<file path="src/clock_select_pkg.sv">
// constants, field layouts and types shared by the system clock selection block
package clock_select_pkg;

   // ************************************************
   // register port geometry
   // ************************************************
   localparam int                DATA_W               = 8;
   localparam int                ADDR_W               = 2;
   localparam logic [ADDR_W-1:0] SYS_CLK_CTRL_ADDR    = 2'h0;
   localparam logic [ADDR_W-1:0] FAST_OSC_CTRL_ADDR   = 2'h1;
   localparam logic [ADDR_W-1:0] PERIPH_CLK_CTRL_ADDR = 2'h2;

   // ************************************************
   // system_clock_control layout
   // ************************************************
   localparam int SEL_LSB       = 5;
   localparam int SEL_MSB       = 7;
   localparam int IDLE_FAST_BIT = 1;
   localparam int IDLE_SLOW_BIT = 0;

   // ************************************************
   // fast oscillator control layout
   // ************************************************
   localparam int FREQ_LSB   = 2;
   localparam int FREQ_MSB   = 3;
   localparam int STABLE_BIT = 1;
   localparam int ENABLE_BIT = 0;

   // ************************************************
   // peripheral clock control layout
   // ************************************************
   localparam int TB_SRC_BIT = 0;

   // ************************************************
   // selection and frequency codes
   // ************************************************
   localparam int               SEL_W      = 3;
   localparam int               FREQ_W     = 2;
   localparam int               DIV_STAGES = 6;
   localparam logic [SEL_W-1:0] SEL_FAST   = 3'h0;
   localparam logic [SEL_W-1:0] SEL_SLOW   = 3'h7;
   localparam logic [FREQ_W-1:0] FREQ_2MHZ     = 2'h0;
   localparam logic [FREQ_W-1:0] FREQ_4MHZ     = 2'h1;
   localparam logic [FREQ_W-1:0] FREQ_8MHZ     = 2'h2;
   localparam logic [FREQ_W-1:0] FREQ_2MHZ_ALT = 2'h3;

   // ************************************************
   // reset values
   // ************************************************
   localparam logic [SEL_W-1:0]  SEL_RST       = 3'h0;
   localparam logic [FREQ_W-1:0] FREQ_RST      = 2'h0;
   localparam logic              FAST_EN_RST   = 1'b1;
   localparam logic              IDLE_FAST_RST = 1'b0;
   localparam logic              IDLE_SLOW_RST = 1'b0;
   localparam logic              TB_SRC_RST    = 1'b0;

   // ************************************************
   // timing
   // ************************************************
   localparam int CLK_PERIOD_NS  = 100;
   localparam int SETTLE_TIME_NS = 16000;

   typedef struct packed {
      logic [ADDR_W-1:0] addr;
      logic [DATA_W-1:0] wdata;
      logic              wr;
      logic              rd;
   } reg_req_t;

   typedef enum logic [1:0] {
      OSC_OFF    = 2'b00,
      OSC_SETTLE = 2'b01,
      OSC_STABLE = 2'b10
   } osc_state_t;

   // both 2 MHz codes drive the oscillator with one trim code
   function automatic logic [FREQ_W-1:0] norm_freq(input logic [FREQ_W-1:0] code);
      norm_freq = (code == FREQ_2MHZ_ALT) ? FREQ_2MHZ : code;
   endfunction : norm_freq

endpackage : clock_select_pkg

</file>
<file path="src/fast_clock_divider.sv">
// ripple-free divider producing the fast clock and its binary divisions
`timescale 1ns/1ps
module fast_clock_divider
   import clock_select_pkg::*;
#(
   parameter int STAGES = DIV_STAGES
) (
   input  wire logic              clock_in,
   input  wire logic              srst_in,
   input  wire logic              fast_lvl_in,
   input  wire logic              gate_in,
   output logic      [STAGES:0]   taps_out
);

   logic              prev_q;
   logic [STAGES-1:0] count_q;
   logic              rise;

   assign rise = fast_lvl_in & ~prev_q;

   always_ff @(posedge clock_in) begin
      if (srst_in) begin
         prev_q <= 1'b0;
      end else begin
         prev_q <= fast_lvl_in;
      end
   end

   // RULE_02: divide by two per stage
   always_ff @(posedge clock_in) begin
      if (srst_in) begin
         count_q <= '0;
      end else if (rise && gate_in) begin
         count_q <= count_q + 1'b1;
      end
   end

   // tap 0 undivided, tap k divided by two to the k
   assign taps_out = {count_q, fast_lvl_in & gate_in};

   a_div_count_step : assert property (@(posedge clock_in) disable iff (srst_in)
      (rise && gate_in) |=> count_q == $past(count_q) + 1'b1) // RULE_02
      else $error("divider did not step on a fast clock edge");

   a_div_gate_hold : assert property (@(posedge clock_in) disable iff (srst_in)
      !gate_in |=> count_q == $past(count_q)) // RULE_08
      else $error("divider advanced while the oscillator was unstable");

endmodule : fast_clock_divider

</file>
<file path="src/glitch_free_clock_mux.sv">
// source selector that only hands over while both clocks are low
`timescale 1ns/1ps
module glitch_free_clock_mux
   import clock_select_pkg::*;
#(
   parameter int N = 8
) (
   input  wire logic               clock_in,
   input  wire logic               srst_in,
   input  wire logic [N-1:0]       src_in,
   input  wire logic [SEL_W-1:0]   sel_in,
   output logic      [SEL_W-1:0]   active_sel_out,
   output logic                    clk_out
);

   logic [SEL_W-1:0] active_q;
   logic             clk_q;
   logic             handover_ok;

   // both low: the old pulse has ended and the new one has not begun
   assign handover_ok = (sel_in != active_q) && !src_in[active_q] && !src_in[sel_in];

   // RULE_10: hand over only in a common low phase
   always_ff @(posedge clock_in) begin
      if (srst_in) begin
         active_q <= SEL_RST;
      end else if (handover_ok) begin
         active_q <= sel_in;
      end
   end

   // RULE_01: system clock follows the active source
   always_ff @(posedge clock_in) begin
      if (srst_in) begin
         clk_q <= 1'b0;
      end else begin
         clk_q <= src_in[active_q];
      end
   end

   assign active_sel_out = active_q;
   assign clk_out        = clk_q;

   a_mux_switch_low : assert property (@(posedge clock_in) disable iff (srst_in)
      (active_q != $past(active_q)) |-> !clk_q && !$past(src_in[sel_in])) // RULE_10
      else $error("clock source changed while the output was high");

endmodule : glitch_free_clock_mux

</file>
<file path="src/system_clock_source_select.sv">
// system clock source selection, fast oscillator control and peripheral clocks
`timescale 1ns/1ps
import clock_select_pkg::*;

// Function
// RULE_01: the system clock is taken from the fast or slow clock by a three-bit field, changeable at run time.
// RULE_02: the field also offers the fast clock divided by 2 up to 64.
// RULE_03: the fast clock comes from an internal oscillator at 2, 4 or 8 MHz.
// RULE_04: the slow clock comes from an internal 32 kHz oscillator.
// RULE_05: after moving to the slow clock the fast oscillator stops or keeps running as its enable bit says.
// RULE_06: the oscillators also clock the watchdog and the time base.
// RULE_07: codes 000 to 110 give the fast clock divided by 1 to 64, code 111 the slow clock.
// RULE_08: the frequency field gives 2 MHz for 00 and 11, 4 MHz for 01, 8 MHz for 10, applied once stable.
// RULE_09: enabling the fast oscillator clears the stable flag, which sets once the oscillator settles.
// RULE_10: source changes make no truncated pulse or glitch on the system clock.
module system_clock_source_select
   import clock_select_pkg::*;
#(
   parameter int SETTLE_NS = SETTLE_TIME_NS
) (
   input  wire logic                clock_in,
   input  wire logic                srst_in,
   input  wire reg_req_t            reg_req_in,
   input  wire logic                fast_osc_pin_in,
   input  wire logic                slow_osc_pin_in,
   output logic      [DATA_W-1:0]   rd_data_out,
   output logic                     fast_osc_run_out,
   output logic      [FREQ_W-1:0]   fast_osc_freq_out,
   output logic                     fast_osc_stable_out,
   output logic                     system_clock_out,
   output logic      [DIV_STAGES:0] fast_periph_clock_out,
   output logic                     wdt_clock_out,
   output logic                     time_base_clock_out,
   output logic                     idle_fast_en_out,
   output logic                     idle_slow_en_out
);

   // least time rounds up to whole cycles
   localparam int SETTLE_CYCLES = (SETTLE_NS + CLK_PERIOD_NS - 1) / CLK_PERIOD_NS;
   localparam int CNT_W         = $clog2(SETTLE_CYCLES + 1);
   localparam logic [CNT_W-1:0] SETTLE_LAST = CNT_W'(SETTLE_CYCLES - 1);

   // ************************************************
   // pin synchronisers
   // ************************************************
   logic fast_meta_q;
   logic fast_sync_q;
   logic slow_meta_q;
   logic slow_sync_q;

   // RULE_03: fast oscillator output enters the clock domain
   // RULE_04: slow oscillator output enters the clock domain
   always_ff @(posedge clock_in) begin
      if (srst_in) begin
         fast_meta_q <= 1'b0;
         fast_sync_q <= 1'b0;
         slow_meta_q <= 1'b0;
         slow_sync_q <= 1'b0;
      end else begin
         fast_meta_q <= fast_osc_pin_in;
         fast_sync_q <= fast_meta_q;
         slow_meta_q <= slow_osc_pin_in;
         slow_sync_q <= slow_meta_q;
      end
   end

   // ************************************************
   // control registers
   // ************************************************
   logic [SEL_W-1:0]  sel_q;
   logic [FREQ_W-1:0] freq_q;
   logic              fast_en_q;
   logic              idle_fast_q;
   logic              idle_slow_q;
   logic              tb_src_q;
   logic              wr_sys;
   logic              wr_fast;
   logic              wr_periph;

   assign wr_sys    = reg_req_in.wr && (reg_req_in.addr == SYS_CLK_CTRL_ADDR);
   assign wr_fast   = reg_req_in.wr && (reg_req_in.addr == FAST_OSC_CTRL_ADDR);
   assign wr_periph = reg_req_in.wr && (reg_req_in.addr == PERIPH_CLK_CTRL_ADDR);

   // RULE_01: selection may be rewritten at any time
   always_ff @(posedge clock_in) begin
      if (srst_in) begin
         sel_q       <= SEL_RST;
         idle_fast_q <= IDLE_FAST_RST;
         idle_slow_q <= IDLE_SLOW_RST;
      end else if (wr_sys) begin
         sel_q       <= reg_req_in.wdata[SEL_MSB:SEL_LSB];
         idle_fast_q <= reg_req_in.wdata[IDLE_FAST_BIT];
         idle_slow_q <= reg_req_in.wdata[IDLE_SLOW_BIT];
      end
   end

   // stable bit is read-only, writes to it are dropped
   always_ff @(posedge clock_in) begin
      if (srst_in) begin
         freq_q    <= FREQ_RST;
         fast_en_q <= FAST_EN_RST;
      end else if (wr_fast) begin
         freq_q    <= reg_req_in.wdata[FREQ_MSB:FREQ_LSB];
         fast_en_q <= reg_req_in.wdata[ENABLE_BIT];
      end
   end

   always_ff @(posedge clock_in) begin
      if (srst_in) begin
         tb_src_q <= TB_SRC_RST;
      end else if (wr_periph) begin
         tb_src_q <= reg_req_in.wdata[TB_SRC_BIT];
      end
   end

   // ************************************************
   // fast oscillator run and settle tracking
   // ************************************************
   osc_state_t        osc_state_q;
   logic [CNT_W-1:0]  settle_cnt_q;
   logic              stable_q;
   logic              run_d;
   logic              run_q;
   logic              restart;
   logic [SEL_W-1:0]  active_sel;
   logic [FREQ_W-1:0] freq_out_q;

   // RULE_05: oscillator needed while the system uses it, else by its enable bit
   assign run_d = fast_en_q || (sel_q != SEL_SLOW) || (active_sel != SEL_SLOW);

   // RULE_09: re-enable or a new frequency forces a fresh settle
   assign restart = wr_fast &&
                    ((reg_req_in.wdata[ENABLE_BIT] && !fast_en_q) ||
                     (reg_req_in.wdata[FREQ_MSB:FREQ_LSB] != freq_q));

   // RULE_09: clear on start, set after the settle time
   always_ff @(posedge clock_in) begin
      if (srst_in) begin
         osc_state_q  <= OSC_OFF;
         settle_cnt_q <= '0;
      end else begin
         unique case (osc_state_q)
            OSC_OFF: begin
               settle_cnt_q <= '0;
               if (run_d) begin
                  osc_state_q <= OSC_SETTLE;
               end
            end
            OSC_SETTLE: begin
               if (!run_d) begin
                  osc_state_q  <= OSC_OFF;
                  settle_cnt_q <= '0;
               end else if (restart) begin
                  settle_cnt_q <= '0;
               end else if (settle_cnt_q == SETTLE_LAST) begin
                  osc_state_q  <= OSC_STABLE;
               end else begin
                  settle_cnt_q <= settle_cnt_q + 1'b1;
               end
            end
            OSC_STABLE: begin
               settle_cnt_q <= '0;
               if (!run_d) begin
                  osc_state_q <= OSC_OFF;
               end else if (restart) begin
                  osc_state_q <= OSC_SETTLE;
               end
            end
            default: begin
               osc_state_q  <= OSC_OFF;
               settle_cnt_q <= '0;
            end
         endcase
      end
   end

   always_ff @(posedge clock_in) begin
      if (srst_in) begin
         stable_q <= 1'b0;
      end else if (restart || !run_d) begin
         stable_q <= 1'b0;
      end else begin
         stable_q <= (osc_state_q == OSC_SETTLE && settle_cnt_q == SETTLE_LAST) ||
                     (osc_state_q == OSC_STABLE);
      end
   end

   // RULE_08: both 2 MHz codes map to one oscillator setting
   always_ff @(posedge clock_in) begin
      if (srst_in) begin
         run_q      <= FAST_EN_RST;
         freq_out_q <= FREQ_RST;
      end else begin
         run_q      <= run_d;
         freq_out_q <= norm_freq(freq_q);
      end
   end

   // ************************************************
   // division and source selection
   // ************************************************
   logic [DIV_STAGES:0] taps;
   logic                sys_clk;

   // RULE_08: an unstable oscillator feeds no clock downstream
   fast_clock_divider #(
      .STAGES      (DIV_STAGES)
   ) u_divider (
      .clock_in    (clock_in),
      .srst_in     (srst_in),
      .fast_lvl_in (fast_sync_q),
      .gate_in     (stable_q),
      .taps_out    (taps)
   );

   // RULE_07: index 0..6 are the fast divisions, 7 is the slow clock
   glitch_free_clock_mux #(
      .N              (DIV_STAGES + 2)
   ) u_mux (
      .clock_in       (clock_in),
      .srst_in        (srst_in),
      .src_in         ({slow_sync_q, taps}),
      .sel_in         (sel_q),
      .active_sel_out (active_sel),
      .clk_out        (sys_clk)
   );

   // ************************************************
   // peripheral clocks and read port
   // ************************************************
   logic [DIV_STAGES:0] periph_q;
   logic                wdt_q;
   logic                tb_q;
   logic [DATA_W-1:0]   rd_data_q;
   logic [DATA_W-1:0]   rd_word;

   // RULE_05: divided fast clocks stay up for peripherals only while it runs
   // RULE_06: watchdog always on the slow clock, time base selectable
   always_ff @(posedge clock_in) begin
      if (srst_in) begin
         periph_q <= '0;
         wdt_q    <= 1'b0;
         tb_q     <= 1'b0;
      end else begin
         periph_q <= run_q ? taps : '0;
         wdt_q    <= slow_sync_q;
         tb_q     <= tb_src_q ? taps[DIV_STAGES] : slow_sync_q;
      end
   end

   always_comb begin
      rd_word = '0;
      unique case (reg_req_in.addr)
         SYS_CLK_CTRL_ADDR: begin
            rd_word[SEL_MSB:SEL_LSB] = sel_q;
            rd_word[IDLE_FAST_BIT]   = idle_fast_q;
            rd_word[IDLE_SLOW_BIT]   = idle_slow_q;
         end
         FAST_OSC_CTRL_ADDR: begin
            rd_word[FREQ_MSB:FREQ_LSB] = freq_q;
            rd_word[STABLE_BIT]        = stable_q;
            rd_word[ENABLE_BIT]        = fast_en_q;
         end
         PERIPH_CLK_CTRL_ADDR: begin
            rd_word[TB_SRC_BIT] = tb_src_q;
         end
         default: begin
            rd_word = '0;
         end
      endcase
   end

   // data only in the cycle after the strobe, zero otherwise
   always_ff @(posedge clock_in) begin
      if (srst_in) begin
         rd_data_q <= '0;
      end else begin
         rd_data_q <= reg_req_in.rd ? rd_word : '0;
      end
   end

   assign rd_data_out           = rd_data_q;
   assign fast_osc_run_out      = run_q;
   assign fast_osc_freq_out     = freq_out_q;
   assign fast_osc_stable_out   = stable_q;
   assign system_clock_out      = sys_clk;
   assign fast_periph_clock_out = periph_q;
   assign wdt_clock_out         = wdt_q;
   assign time_base_clock_out   = tb_q;
   assign idle_fast_en_out      = idle_fast_q;
   assign idle_slow_en_out      = idle_slow_q;

   // ************************************************
   // checks
   // ************************************************
   a_sel_write_takes : assert property (@(posedge clock_in) disable iff (srst_in)
      wr_sys |=> sel_q == $past(reg_req_in.wdata[SEL_MSB:SEL_LSB])) // RULE_01
      else $error("clock selection write was not stored");

   a_slow_code_route : assert property (@(posedge clock_in) disable iff (srst_in)
      (active_sel == SEL_SLOW && $past(active_sel) == SEL_SLOW)
      |-> sys_clk == $past(slow_sync_q)) // RULE_07
      else $error("code 111 does not route the slow clock");

   a_fast_code_route : assert property (@(posedge clock_in) disable iff (srst_in)
      (active_sel == SEL_FAST && $past(active_sel) == SEL_FAST)
      |-> sys_clk == $past(fast_sync_q && stable_q)) // RULE_07
      else $error("code 000 does not route the undivided fast clock");

   a_freq_alias_2m : assert property (@(posedge clock_in) disable iff (srst_in)
      freq_q == FREQ_2MHZ_ALT |=> fast_osc_freq_out == FREQ_2MHZ) // RULE_08
      else $error("frequency code 11 did not select 2 MHz");

   a_enable_clears : assert property (@(posedge clock_in) disable iff (srst_in)
      (wr_fast && reg_req_in.wdata[ENABLE_BIT] && !fast_en_q) |=> !stable_q) // RULE_09
      else $error("stable flag not cleared when the oscillator was enabled");

   a_settle_sets : assert property (@(posedge clock_in) disable iff (srst_in)
      (osc_state_q == OSC_SETTLE && settle_cnt_q == SETTLE_LAST && run_d && !restart)
      |=> stable_q && osc_state_q == OSC_STABLE) // RULE_09
      else $error("stable flag not set at the end of the settle time");

   a_fast_stops : assert property (@(posedge clock_in) disable iff (srst_in)
      (!fast_en_q && sel_q == SEL_SLOW && active_sel == SEL_SLOW)
      |=> !fast_osc_run_out ##1 fast_periph_clock_out == '0) // RULE_05
      else $error("fast oscillator kept running with its enable clear");

   a_fast_keeps : assert property (@(posedge clock_in) disable iff (srst_in)
      fast_en_q |=> fast_osc_run_out) // RULE_05
      else $error("fast oscillator stopped while enabled");

   a_wdt_slow_src : assert property (@(posedge clock_in) disable iff (srst_in)
      $rose(slow_sync_q) |=> wdt_clock_out && ($past(tb_src_q) || time_base_clock_out)) // RULE_06
      else $error("watchdog clock does not follow the slow clock");

endmodule : system_clock_source_select

</file>
<file path="config.mk">
export PLATFORM = sky130hd
export DESIGN_NAME = system_clock_source_select
export DESIGN_NICKNAME = d
export VERILOG_FILES = /design/src/clock_select_pkg.sv /design/src/fast_clock_divider.sv /design/src/glitch_free_clock_mux.sv /design/src/system_clock_source_select.sv
export SDC_FILE = /design/constraint.sdc
export NUM_CORES = 1
export LEC_CHECK = 0
export BUFFER_PORTS_ARGS = -buffer_cell sky130_fd_sc_hd__buf_2
export CAP_MARGIN = 20
export CELL_PAD_IN_SITES_DETAIL_PLACEMENT = 0
export CELL_PAD_IN_SITES_GLOBAL_PLACEMENT = 1
export CORE_ASPECT_RATIO = 0.5
export CORE_MARGIN = 8
export CORE_UTILIZATION = 38
export DETAILED_ROUTE_END_ITERATION = 8
export HOLD_SLACK_MARGIN = 0.15
export PLACE_DENSITY_LB_ADDON = 0.1
export SLEW_MARGIN = 30
export SYNTH_ARGS = -nofsm -noshare
export SYNTH_HDL_FRONTEND = slang
export SYNTH_SLANG_ARGS = --single-unit
</file>
<file path="constraint.sdc">
create_clock -name clock_in -period 2.6 [get_ports clock_in]
set_input_delay 0.26 -clock clock_in [delete_from_list [all_inputs] [get_ports clock_in]]
set_output_delay 0.26 -clock clock_in [all_outputs]
set_load 0.1 [all_outputs]
</file>
---- Word-level counts from Yosys, hierarchy flattened ----
Cells that the tools add are included.
storage, ports and cells
  output and inout bits ................... 24
  bits of input ports ..................... 16
  word-level logic and storage cells ...... 95
  bits in registers ....................... 55
cells by class
  $add $sub $neg .......................... 2
  equality and inequality tests ........... 14
  reductions and logical operators ........ 28
  bitwise gates (word level) .............. 9
  mux-type cells .......................... 14
  $lt $le $gt $ge ......................... 2
operators by type and width
  cell                 count
  $ne 3x3->1 const B   5
  $mux 2               6
  $logic_and 1x1->1    9
  $add 8x1->8 const B  1
  $eq 8x8->1 const B   1
  $lt 3x4->1 const B   2
  $reduce_or 2->1      4
  $not 1->1            7
  $add 6x1->6 const B  1
  $bmux 1 s3           2
  $eq 2x2->1 const B   3
  $pmux 2 s3           1
  $reduce_or 3->1      2
  $logic_or 1x1->1     5
  $eq 2x1->1 const B   2
  $logic_not 1->1      4
  $logic_not 2->1      2
  $reduce_and 4->1     1
  $reduce_or 4->1      1
  $mux 1               3
  $ne 3x3->1           1
  $pmux 1 s3           1
  $and 1x1->1          2
  $ne 2x2->1           1
  2 further kinds      2

---- Longest topological paths before layout ----
Gate-level depths: netlist of the first run.
  depth after elaboration ................. 7
  mapped depth ............................ 6
  mapped depth without buffers ............ 5

---- Cells and area by module ----
Synthesis of the first run repeated with hierarchy kept, for this count alone.
unflattened totals
  cells, all modules ...................... 215
  area, all modules ....................... 2294.7 um2
by module, submodules not included
  module                      instances  sequential area each (um2)  cells each  area each (um2)
  system_clock_source_select  1          860.8                       149         1635.3
  glitch_free_clock_mux       1          80.1                        35          346.6
  fast_clock_divider          1          140.1                       31          312.8

---- Worst setup path after synthesis of the first run ----
OpenSTA, ideal clock, no wires.
  path kind ............................... register to register
  from .................................... register stable_q (netlist: fast_osc_stable_out)
  to ...................................... register u_divider.count_q[5]
  cell stages (with the launch flop) ...... 7
  required time ........................... 2.472 ns
  path buffers ............................ 1
  path slack .............................. 0.558 ns
  library setup time ...................... 0.128 ns
  clock period less this slack ............ 2.042 ns
  data arrival time ....................... 1.914 ns
  cells stage by stage .................... dfxtp_1 > and3b_1 > clkbuf_1 > and4_1 > nand3_1 > xor2_1 > nor2_1
between the ends
  longest elaborated chain between the ends .. 1
RTL lines
  what                      RTL line                           source
  start: declaration        system_clock_source_select.sv:121  logic stable_q;
  start signal: assignment  system_clock_source_select.sv:183  stable_q <= (osc_state_q == OSC_SETTLE && settle_cnt_q == SETTLE_LAST) ||
  $logic_and 1x1->1         fast_clock_divider.sv:33           end else if (rise && gate_in) begin
  end signal: assignment    fast_clock_divider.sv:34           count_q <= count_q + 1'b1;
  end: declaration          fast_clock_divider.sv:16           logic [STAGES-1:0] count_q;
Every way passes these cells.
A chain may end at the register's enable or synchronous reset.

---- Final worst setup path of the first run ----
  from .................................... register sel_q[1]
  to ...................................... register settle_cnt_q[7]
between the ends
  longest elaborated chain between the ends .. 5
RTL lines
  what                            RTL line                           source
  start: declaration              system_clock_source_select.sv:70   logic [SEL_W-1:0] sel_q;
  start signal: assignment        system_clock_source_select.sv:91   sel_q <= reg_req_in.wdata[SEL_MSB:SEL_LSB];
  $ne 3x3->1                      system_clock_source_select.sv:129  assign run_d = fast_en_q || (sel_q != SEL_SLOW) || (active_sel != SEL_SLOW);
  $logic_or 1x1->1 (2 in series)  system_clock_source_select.sv:129
  $not 1->1 (no line)             -
  $reduce_or 4->1 (no line)       -
  end signal: assignment          system_clock_source_select.sv:158  settle_cnt_q <= settle_cnt_q + 1'b1;
  end: declaration                system_clock_source_select.sv:120  logic [CNT_W-1:0] settle_cnt_q;
Every way passes these cells.

==> results.cfg, run 1 <==
[timing]
finalHoldViolations = 0
rsz0062_at_grt = false
slew_headroom = 0.567
min_period_over_period = 0.687
tightest_slew_ns = 0.649
setup_viol = 0
hold_ws_ns = 0.183
worst_slack_ns = 0.815
finalClockSkew_ns = 0.00371
fin_setup_tns_ns = 0
max_clock_freq_ghz = 0.560
min_period_ns = 1.79
slew_violations = 0

[setup_path]
cp_max_fo = 8
rrSetupSlack_ns = 0.81
worstRegToRegCells = 5
crit_arrival_ns = 1.95
worstPathRequired_ns = 2.77
r2r_start = sel_q[1]$_SDFFE_PP0P_
critical_path_class = reg2reg
r2r-end = settle_cnt_q[7]$_SDFFE_PP0P_
cp-start-kind = flop
cp-end-kind = flop

[cells_and_area]
fillers = 553
final_common_cell = dfxtp_1
mostFrequentLayoutCells = 54 x dfxtp_1, 37 x buf_2, 27 x nor2_1
post-route-util = 0.463
post_layout_nonfiller_instances = 317
final_area_sq_um = 2540
antenna_cells = 0
area_delta_synth_final_pct = 17.3
drive_above_1_share = 0.217
nets = 261

[pwr]
internal_power_mw = 1.26
power_frac_clock = 0.409
power_mw = 1.62
p_per_area_nw_per_um2 = 637
p_sw_frac = 0.223
seqPwrFrac = 0.527
ir_drop_uv = 298
p_switching_mw = 0.361
p_leak_nw = 1.07
combPwrFrac = 0.064

[synth]
ys_types = 39
synth_area_leader_cell = dfxtp_1
synth_seq_cells = 54
synth.avg_cell_area_sq_um = 10.3
synth_nets = 228
syn_inst = 210
ys_dominant_reg_cell = dfxtp_1
synth.area.top_cells = dfxtp_1 50%, mux2i_1 8.3%, nor2_1 4.7%, xor2_1 4.0%, and2_1 3.8%
synth-seq-area-share = 0.499
synth_top_area_share = 0.499
yosysWarnings = 0
async_flop_share = 0
syn_area_sq_um = 2170
synth_edf_count = 0

[floorplanning]
die_area_sq_um = 8520
die_x_um = 123
num_rows = 19
core_area_sq_um = 5490
die_h_um = 69.4
floorplan.initialDensity = 0.394
io_pins = 40

[cts]
clock_latency_ns = 0.29
htreeDepth = 2
cts-resized-gates = 0
postCtsSetupBuffers = 0
clock-root-buffer = clkbuf_16
clkSinkCount = 54
cts_buffers = 5
postCtsHoldBufs = 0
cts_tree = done
clk_pin_slew_ns = 0.06
clk_path_buf_depth = 2

[detailed_routing]
wirelength_mm = 4.23
num_vias = 1515
drcViolationCount = 0
antenna_left = 0
dr.pass1.iters = 4
vias_per_cell = 4.78
drtIter0Drc = 69
wire_per_inst_um = 13.3

[place]
io_buffer_count = 37
hpwl_mm = 3.05
pre_cts_ws_ns = 0.798
placed_area_sq_um = 2390
placed_cells = 309
gp_congestion = 0.718

[outcome]
outcome = finished clean

[grt]
grtUsageTotal = 0.106
grt_overflow = 0
grt_max_degree = 38
grt_pass1_wl_mm = 7.31
grt_pass1_vias = 1544
antenna_found_initial = 0

[flow_run]
maxCapViolCount = 0

[hold_path]
hp-class = in2reg
min_from = slow_osc_pin_in
holdPathStages = 2
hold_path_end = slow_meta_q$_SDFF_PP0_
==> how the worst max path moves through the flow <==
| stage | from | endpoint | slack [ns] | depth (start not counted) |
|---|---|---|---|---|
| floorplan | fast_osc_stable_out$_SDFF_PP0_ | u_divider.count_q[5]$_SDFFE_PP0P_ | 0.56 | 6 |
| global placement | sel_q[1]$_SDFFE_PP0P_ | settle_cnt_q[6]$_SDFFE_PP0P_ | 0.85 | 5 |
| detailed placement | sel_q[1]$_SDFFE_PP0P_ | settle_cnt_q[4]$_SDFFE_PP0P_ | 0.80 | 5 |
| CTS | sel_q[1]$_SDFFE_PP0P_ | settle_cnt_q[7]$_SDFFE_PP0P_ | 0.77 | 5 |
| global route | sel_q[1]$_SDFFE_PP0P_ | settle_cnt_q[1]$_SDFFE_PP0P_ | 0.64 | 5 |
| finish | sel_q[1]$_SDFFE_PP0P_ | settle_cnt_q[7]$_SDFFE_PP0P_ | 0.81 | 5 |
==> worst max-delay path, cell delays in order (launching register included) <==
cell,delay [ns]
dfxtp_1,0.51
nand4_1,0.16
nor3_1,0.47
nor3_2,0.11
nand3b_1,0.31
nor2_1,0.09
==> state kept, by name (all words and copies together), names as in the netlist, 2 cells and up <==
register and cells:
fast_periph_clock_out 7, osc_state_q 2, sel_q 3, freq_q 2, u_divider.count_q 6, fast_osc_freq_out 2, u_mux.active_sel_out 3, rd_data_out 7
settle_cnt_q 8
==> routing by layer <==
| metal | up-vias | part of all wire | track usage |
|---|---|---|---|
| met1 | 714 | 0.50 | 0.129 |
| met5 | - | 0 | 0 |
| met4 | 0 | 0.013 | 0.0402 |
| met2 | 21 | 0.44 | 0.166 |
| li1 | 773 | - | - |
| met3 | 7 | 0.051 | 0.0422 |
==> synthesized netlist by cell type (all sizes together), types with 2 or more instances <==
cell type / number
dfxtp: 54
nor2: 27
mux2i: 18
and2: 13
xor2: 10
nor2b: 7
clkbuf: 6
nand2b: 6
nand3: 6
xnor2: 6
buf: 5
nand3b: 5
nor3b: 5
a21oi: 4
and3: 4
inv: 4
mux4: 3
nand2: 3
nand4: 3
nor3: 3
o21ai: 3
a211oi: 2
and3b: 2
ha: 2
==> kinds of logic (layout without fill, tap and decap cells) <==
logic type	Yosys count	after routing	synth area share
simple gates	87	87	0.227
flops	54	54	0.499
mux	21	21	0.114
xor+xnor	16	16	0.0647
buf+inv	15	49	0.0300
compound gates	14	14	0.0514
fa+ha+maj	2	2	0.0116
other cells	1	1	0.00173
==> power groups by stage <==
stage	sequential [mW]	combinational, mW	clock, mW
detailed placement	0.872	0.105	0
CTS	0.853	0.105	0.688
global placement	0.872	0.104	0
finish	0.853	0.104	0.662
global route	0.855	0.114	0.727
floorplan	0.892	0.0613	0
==> final cells by class <==
type / count / area, sq um / area share
clock buffer: 7 / 143 / 0.0562
clock inverter: 1 / 5.00 / 0.00197
inverter: 4 / 15.0 / 0.00591
multi-input combinational: 141 / 1020 / 0.401
sequential: 54 / 1080 / 0.426
tap: 73 / 91.3 / 0.0360
timing repair buffer: 37 / 185 / 0.0729
Power figures use the tool's default switching activity.
==> run 2: changes to the inputs <==
Clock period 2.6 ns to 1.7 ns, I/O delays scaled along.
==> run 2 against run 1 <==
Effect of this change:
- clock-buffer cell count unchanged
- register-to-register slack worse by 0.71 ns
- sequential cell count is the same
- power grew 54%
- first-iteration DRC count up 10%
- sequential power grew 52%
- critical endpoint is now u_mux.active_sel_out[0]$_SDFFE_PP0P_
==> results.cfg, run 2 (synthesized netlist as in run 1, its figures left out) <==
[pwr]
power_mw = 2.50
ir_drop_uv = 436
p_leak_nw = 1.14
p_per_area_nw_per_um2 = 932

[floorplanning]
die_x_um = 123
core_area_sq_um = 5490
num_rows = 19
io_pins = 40
floorplan.initialDensity = 0.394
die_h_um = 69.4
die_area_sq_um = 8520

[timing]
max_clock_freq_ghz = 0.628
fin_setup_tns_ns = 0
min_period_ns = 1.59
tightest_slew_ns = 0.575
rsz0062_at_grt = false
finalHoldViolations = 0
slew_violations = 0
setup_viol = 0
finalClockSkew_ns = 0.00247
slew_headroom = 0.615
min_period_over_period = 0.937

[cells_and_area]
largest_register_ffs = 8
post_layout_nonfiller_instances = 332
mostFrequentLayoutCells = 52 x dfxtp_1, 37 x buf_2, 27 x nor2_1
largest_register = settle_cnt_q
final_common_cell = dfxtp_1
area_delta_synth_final_pct = 23.6
antenna_cells = 0
drive_above_1_share = 0.239
nets = 276

[cts]
htreeDepth = 2
clkSinkCount = 54
cts_buffers = 5
clock-root-buffer = clkbuf_16
clock_latency_ns = 0.29
cts_tree = done
clk_path_buf_depth = 2
clk_pin_slew_ns = 0.07

[place]
hpwl_mm = 3.14
placed_cells = 315
gp_congestion = 0.703
io_buffer_count = 37

[grt]
grt_max_degree = 27
antenna_found_initial = 0
grtUsageTotal = 0.105
grt_overflow = 0
grt_pass1_wl_mm = 7.19
grt_pass1_vias = 1535

[setup_path]
cp-startpoint = fast_osc_stable_out$_SDFF_PP0_
rrSetupSlack_ns = 0.11
r2r-end = u_mux.active_sel_out[0]$_SDFFE_PP0P_
worstPathRequired_ns = 1.92
worstRegToRegCells = 5
r2r_start = fast_osc_stable_out$_SDFF_PP0_
endpoint = u_mux.active_sel_out[0]$_SDFFE_PP0P_
cp-start-kind = flop
critical_path_class = reg2reg
cp_max_fo = 5
crit_arrival_ns = 1.81
cp-end-kind = flop

[hold_path]
holdPathStages = 3
hp-class = in2reg
min_from = reg_req_in[5]

[detailed_routing]
antenna_left = 0
num_vias = 1548
drcViolationCount = 0
wirelength_mm = 4.27
dr.pass1.iters = 4
wire_per_inst_um = 12.9
drtIter0Drc = 76
vias_per_cell = 4.66

[outcome]
outcome = finished clean

[flow_run]
maxCapViolCount = 0
==> run 2: critical path: stages (launching register included) <==
cell	delay (ns)
dfxtp_4	0.36
and2_1	0.15
mux4_2	0.47
mux2i_1	0.15
o311a_2	0.23
mux2i_1	0.17
==> run 2: layout make-up <==
cell class	instances	area, sq um
multi-input combinational	141	1020
clock buffer	7	143
inverter	4	15.0
tap	73	91.3
fill	519	2810
timing repair buffer	52	318
sequential	54	1090
clock inverter	1	5.00
==> run 2: stage by stage <==
stage	hold WS [ns]	util	worst slack [ns]	cell area (sq um)
final	0.161	0.488	0.107	2680
after global routing	0.191	0.488	0.0134	2680
after CTS	0.156	0.486	0.0699	2670
after detailed placement	0.396	0.445	0.0759	2440
after global placement	0.379	0.445	0.119	2440
after floorplan	0.298	-	0.0724	2170
==> run 2: worst min path at each step <==
stage	to	slack (ns)
finish	freq_q[1]$_SDFFE_PP0P_	0.16
global route	tb_src_q$_SDFFE_PP0P_	0.19
CTS	freq_q[1]$_SDFFE_PP0P_	0.16
detailed placement	slow_meta_q$_SDFF_PP0_	0.40
global placement	slow_meta_q$_SDFF_PP0_	0.38
floorplan	fast_meta_q$_SDFF_PP0_	0.30
==> run 2: where the power goes <==
group / switching, mW / internal [mW]
registers: 0.0176 / 1.28
clock network: 0.427 / 0.584
logic: 0.110 / 0.0733
total: 0.555 / 1.94
==> run 2: routing by layer <==
metal	routed length, um	vias up	GRT usage
li1	-	802	-
met1	2080	722	0.130
met2	1880	20	0.158
met3	270	4	0.0463
met4	32	0	0.0322
met5	0	-	0
==> run 2: repair_timing <==
| item | in CTS | in global routing |
|---|---|---|
| endpoints found under the hold margin | 8 | 0 |
| resized for setup | 0 | 1 |
| hold buffers | 8 | 0 |
| endpoints found under the setup margin | 0 | 5 |
| buffers inserted | 0 | 1 |
==> run 3: changes to the inputs <==
Settings changed: CTS_BUF_LIST from default to sky130_fd_sc_hd__clkbuf_8.
==> run 3 against run 2 <==
Effect of this change:
- combinational power hardly changed
- die area unchanged
- wire length is 1.6% higher
- clock power decreased by 27%
- hold slack improved by 0.021 ns
- sequential cell count did not move
- clock skew increased by 0.0033 ns
- sequential share of layout area grew 0.56 points
- largest cell class unchanged
==> results.cfg, run 3 (synthesized netlist as in run 1, its figures left out) <==
[timing]
finalClockSkew_ns = 0.00581
fin_setup_tns_ns = 0
min_period_ns = 1.59
slew_headroom = 0.624
min_period_over_period = 0.935
hold_ws_ns = 0.182
finalHoldViolations = 0
tightest_slew_ns = 0.561
rsz0062_at_grt = false
setup_viol = 0
slew_violations = 0
max_clock_freq_ghz = 0.629

[setup_path]
cp_max_fo = 5
cp-end-kind = flop
worstRegToRegCells = 5
cp-start-kind = flop
critical_path_class = reg2reg
worstPathRequired_ns = 1.94
crit_arrival_ns = 1.83

[cts]
htreeDepth = 2
cts_tree = done
cts_buffers = 5
clock_latency_ns = 0.31
clkSinkCount = 54
clk_path_buf_depth = 2
clock-root-buffer = clkbuf_8
clk_pin_slew_ns = 0.09

[floorplanning]
core_area_sq_um = 5490
io_pins = 40
num_rows = 19
die_x_um = 123
die_area_sq_um = 8520
floorplan.initialDensity = 0.394
die_h_um = 69.4

[flow_run]
maxCapViolCount = 0

[pwr]
seqPwrFrac = 0.585
p_leak_nw = 1.13
combPwrFrac = 0.084
p_sw_frac = 0.243
p_per_area_nw_per_um2 = 842
internal_power_mw = 1.68
ir_drop_uv = 368
power_frac_clock = 0.331
p_switching_mw = 0.541
power_mw = 2.22

[detailed_routing]
wirelength_mm = 4.34
wire_per_inst_um = 13.0
num_vias = 1574
antenna_left = 0
vias_per_cell = 4.71
drtIter0Drc = 93
dr.pass1.iters = 4
drcViolationCount = 0

[place]
hpwl_mm = 3.14
io_buffer_count = 37
gp_congestion = 0.703

[grt]
grt_overflow = 0
antenna_found_initial = 0
grtUsageTotal = 0.104
grt_pass1_vias = 1569
grt_pass1_wl_mm = 7.27
grt_max_degree = 27

[cells_and_area]
multi_input_area_sq_um = 1020
fillers = 523
antenna_cells = 0
final_common_cell = dfxtp_1
drive_above_1_share = 0.238
seq_area_sq_um = 1090
largest_register_ffs = 8
nets = 278
area_delta_synth_final_pct = 22.0
mostFrequentLayoutCells = 52 x dfxtp_1, 37 x buf_2, 27 x nor2_1
largest_register = settle_cnt_q

[outcome]
outcome = finished clean

[hold_path]
hp-class = in2reg
holdPathStages = 2
run 3: worst max-delay path, cell delays in order (launching register included):
cell and delay [ns]:
dfxtp_4 0.37, and2_1 0.15, mux4_2 0.47, mux2i_1 0.15, o311a_2 0.23, mux2i_1 0.17
run 3: final timing paths:
check,from,to,slack (ns)
worst max-delay path,fast_osc_stable_out$_SDFF_PP0_,u_mux.active_sel_out[0]$_SDFFE_PP0P_,0.11
worst min-delay path,srst_in,freq_q[0]$_SDFFE_PP0P_,0.18
worst max register to register,fast_osc_stable_out$_SDFF_PP0_,u_mux.active_sel_out[0]$_SDFFE_PP0P_,0.11
worst min register to register,fast_meta_q$_SDFF_PP0_,fast_sync_q$_SDFF_PP0_,0.44
run 3: per-stage QoR:
stage               instance area (sq um)  setup slack [ns]  instances  utilization
floorplan                            2170            0.0724        210            -
global placement                     2440             0.119        315        0.445
detailed placement                   2440            0.0759        315        0.445
CTS                                  2630            0.0634        333        0.479
global route                         2640          0.000128        334        0.481
finish                               2640             0.110        334        0.481
run 3: routing by layer:
| layer | GRT usage | up-vias | part of all wire |
|---|---|---|---|
| met5 | 0 | - | 0 |
| li1 | - | 804 | - |
| met3 | 0.0422 | 5 | 0.061 |
| met2 | 0.164 | 26 | 0.45 |
| met1 | 0.130 | 739 | 0.48 |
| met4 | 0.0241 | 0 | 0.0060 |
run 3: timing repair:
action,in CTS,in global routing
endpoints found under the hold margin,11,0
hold buffers,10,0
gates resized for setup,0,1
setup buffers,0,1
setup endpoints to repair,0,3
run 3: layout make-up:
class	count	area share
Sequential cell	54	0.411
Multi-Input combinational cell	141	0.386
Timing Repair Buffer	54	0.128
Tap cell	73	0.0346
Clock buffer	6	0.0313
Inverter	4	0.00568
Clock inverter	2	0.00332
run 3: power by group through the flow:
stage / Sequential, mW / Combinational [mW] / Clock [mW]
5_1_grt: 1.30 / 0.203 / 0.829
3_5_place_dp: 1.33 / 0.169 / 0
4_1_cts: 1.30 / 0.187 / 0.771
3_3_place_gp: 1.33 / 0.167 / 0
6_report: 1.30 / 0.187 / 0.736
2_1_floorplan: 1.36 / 0.0938 / 0
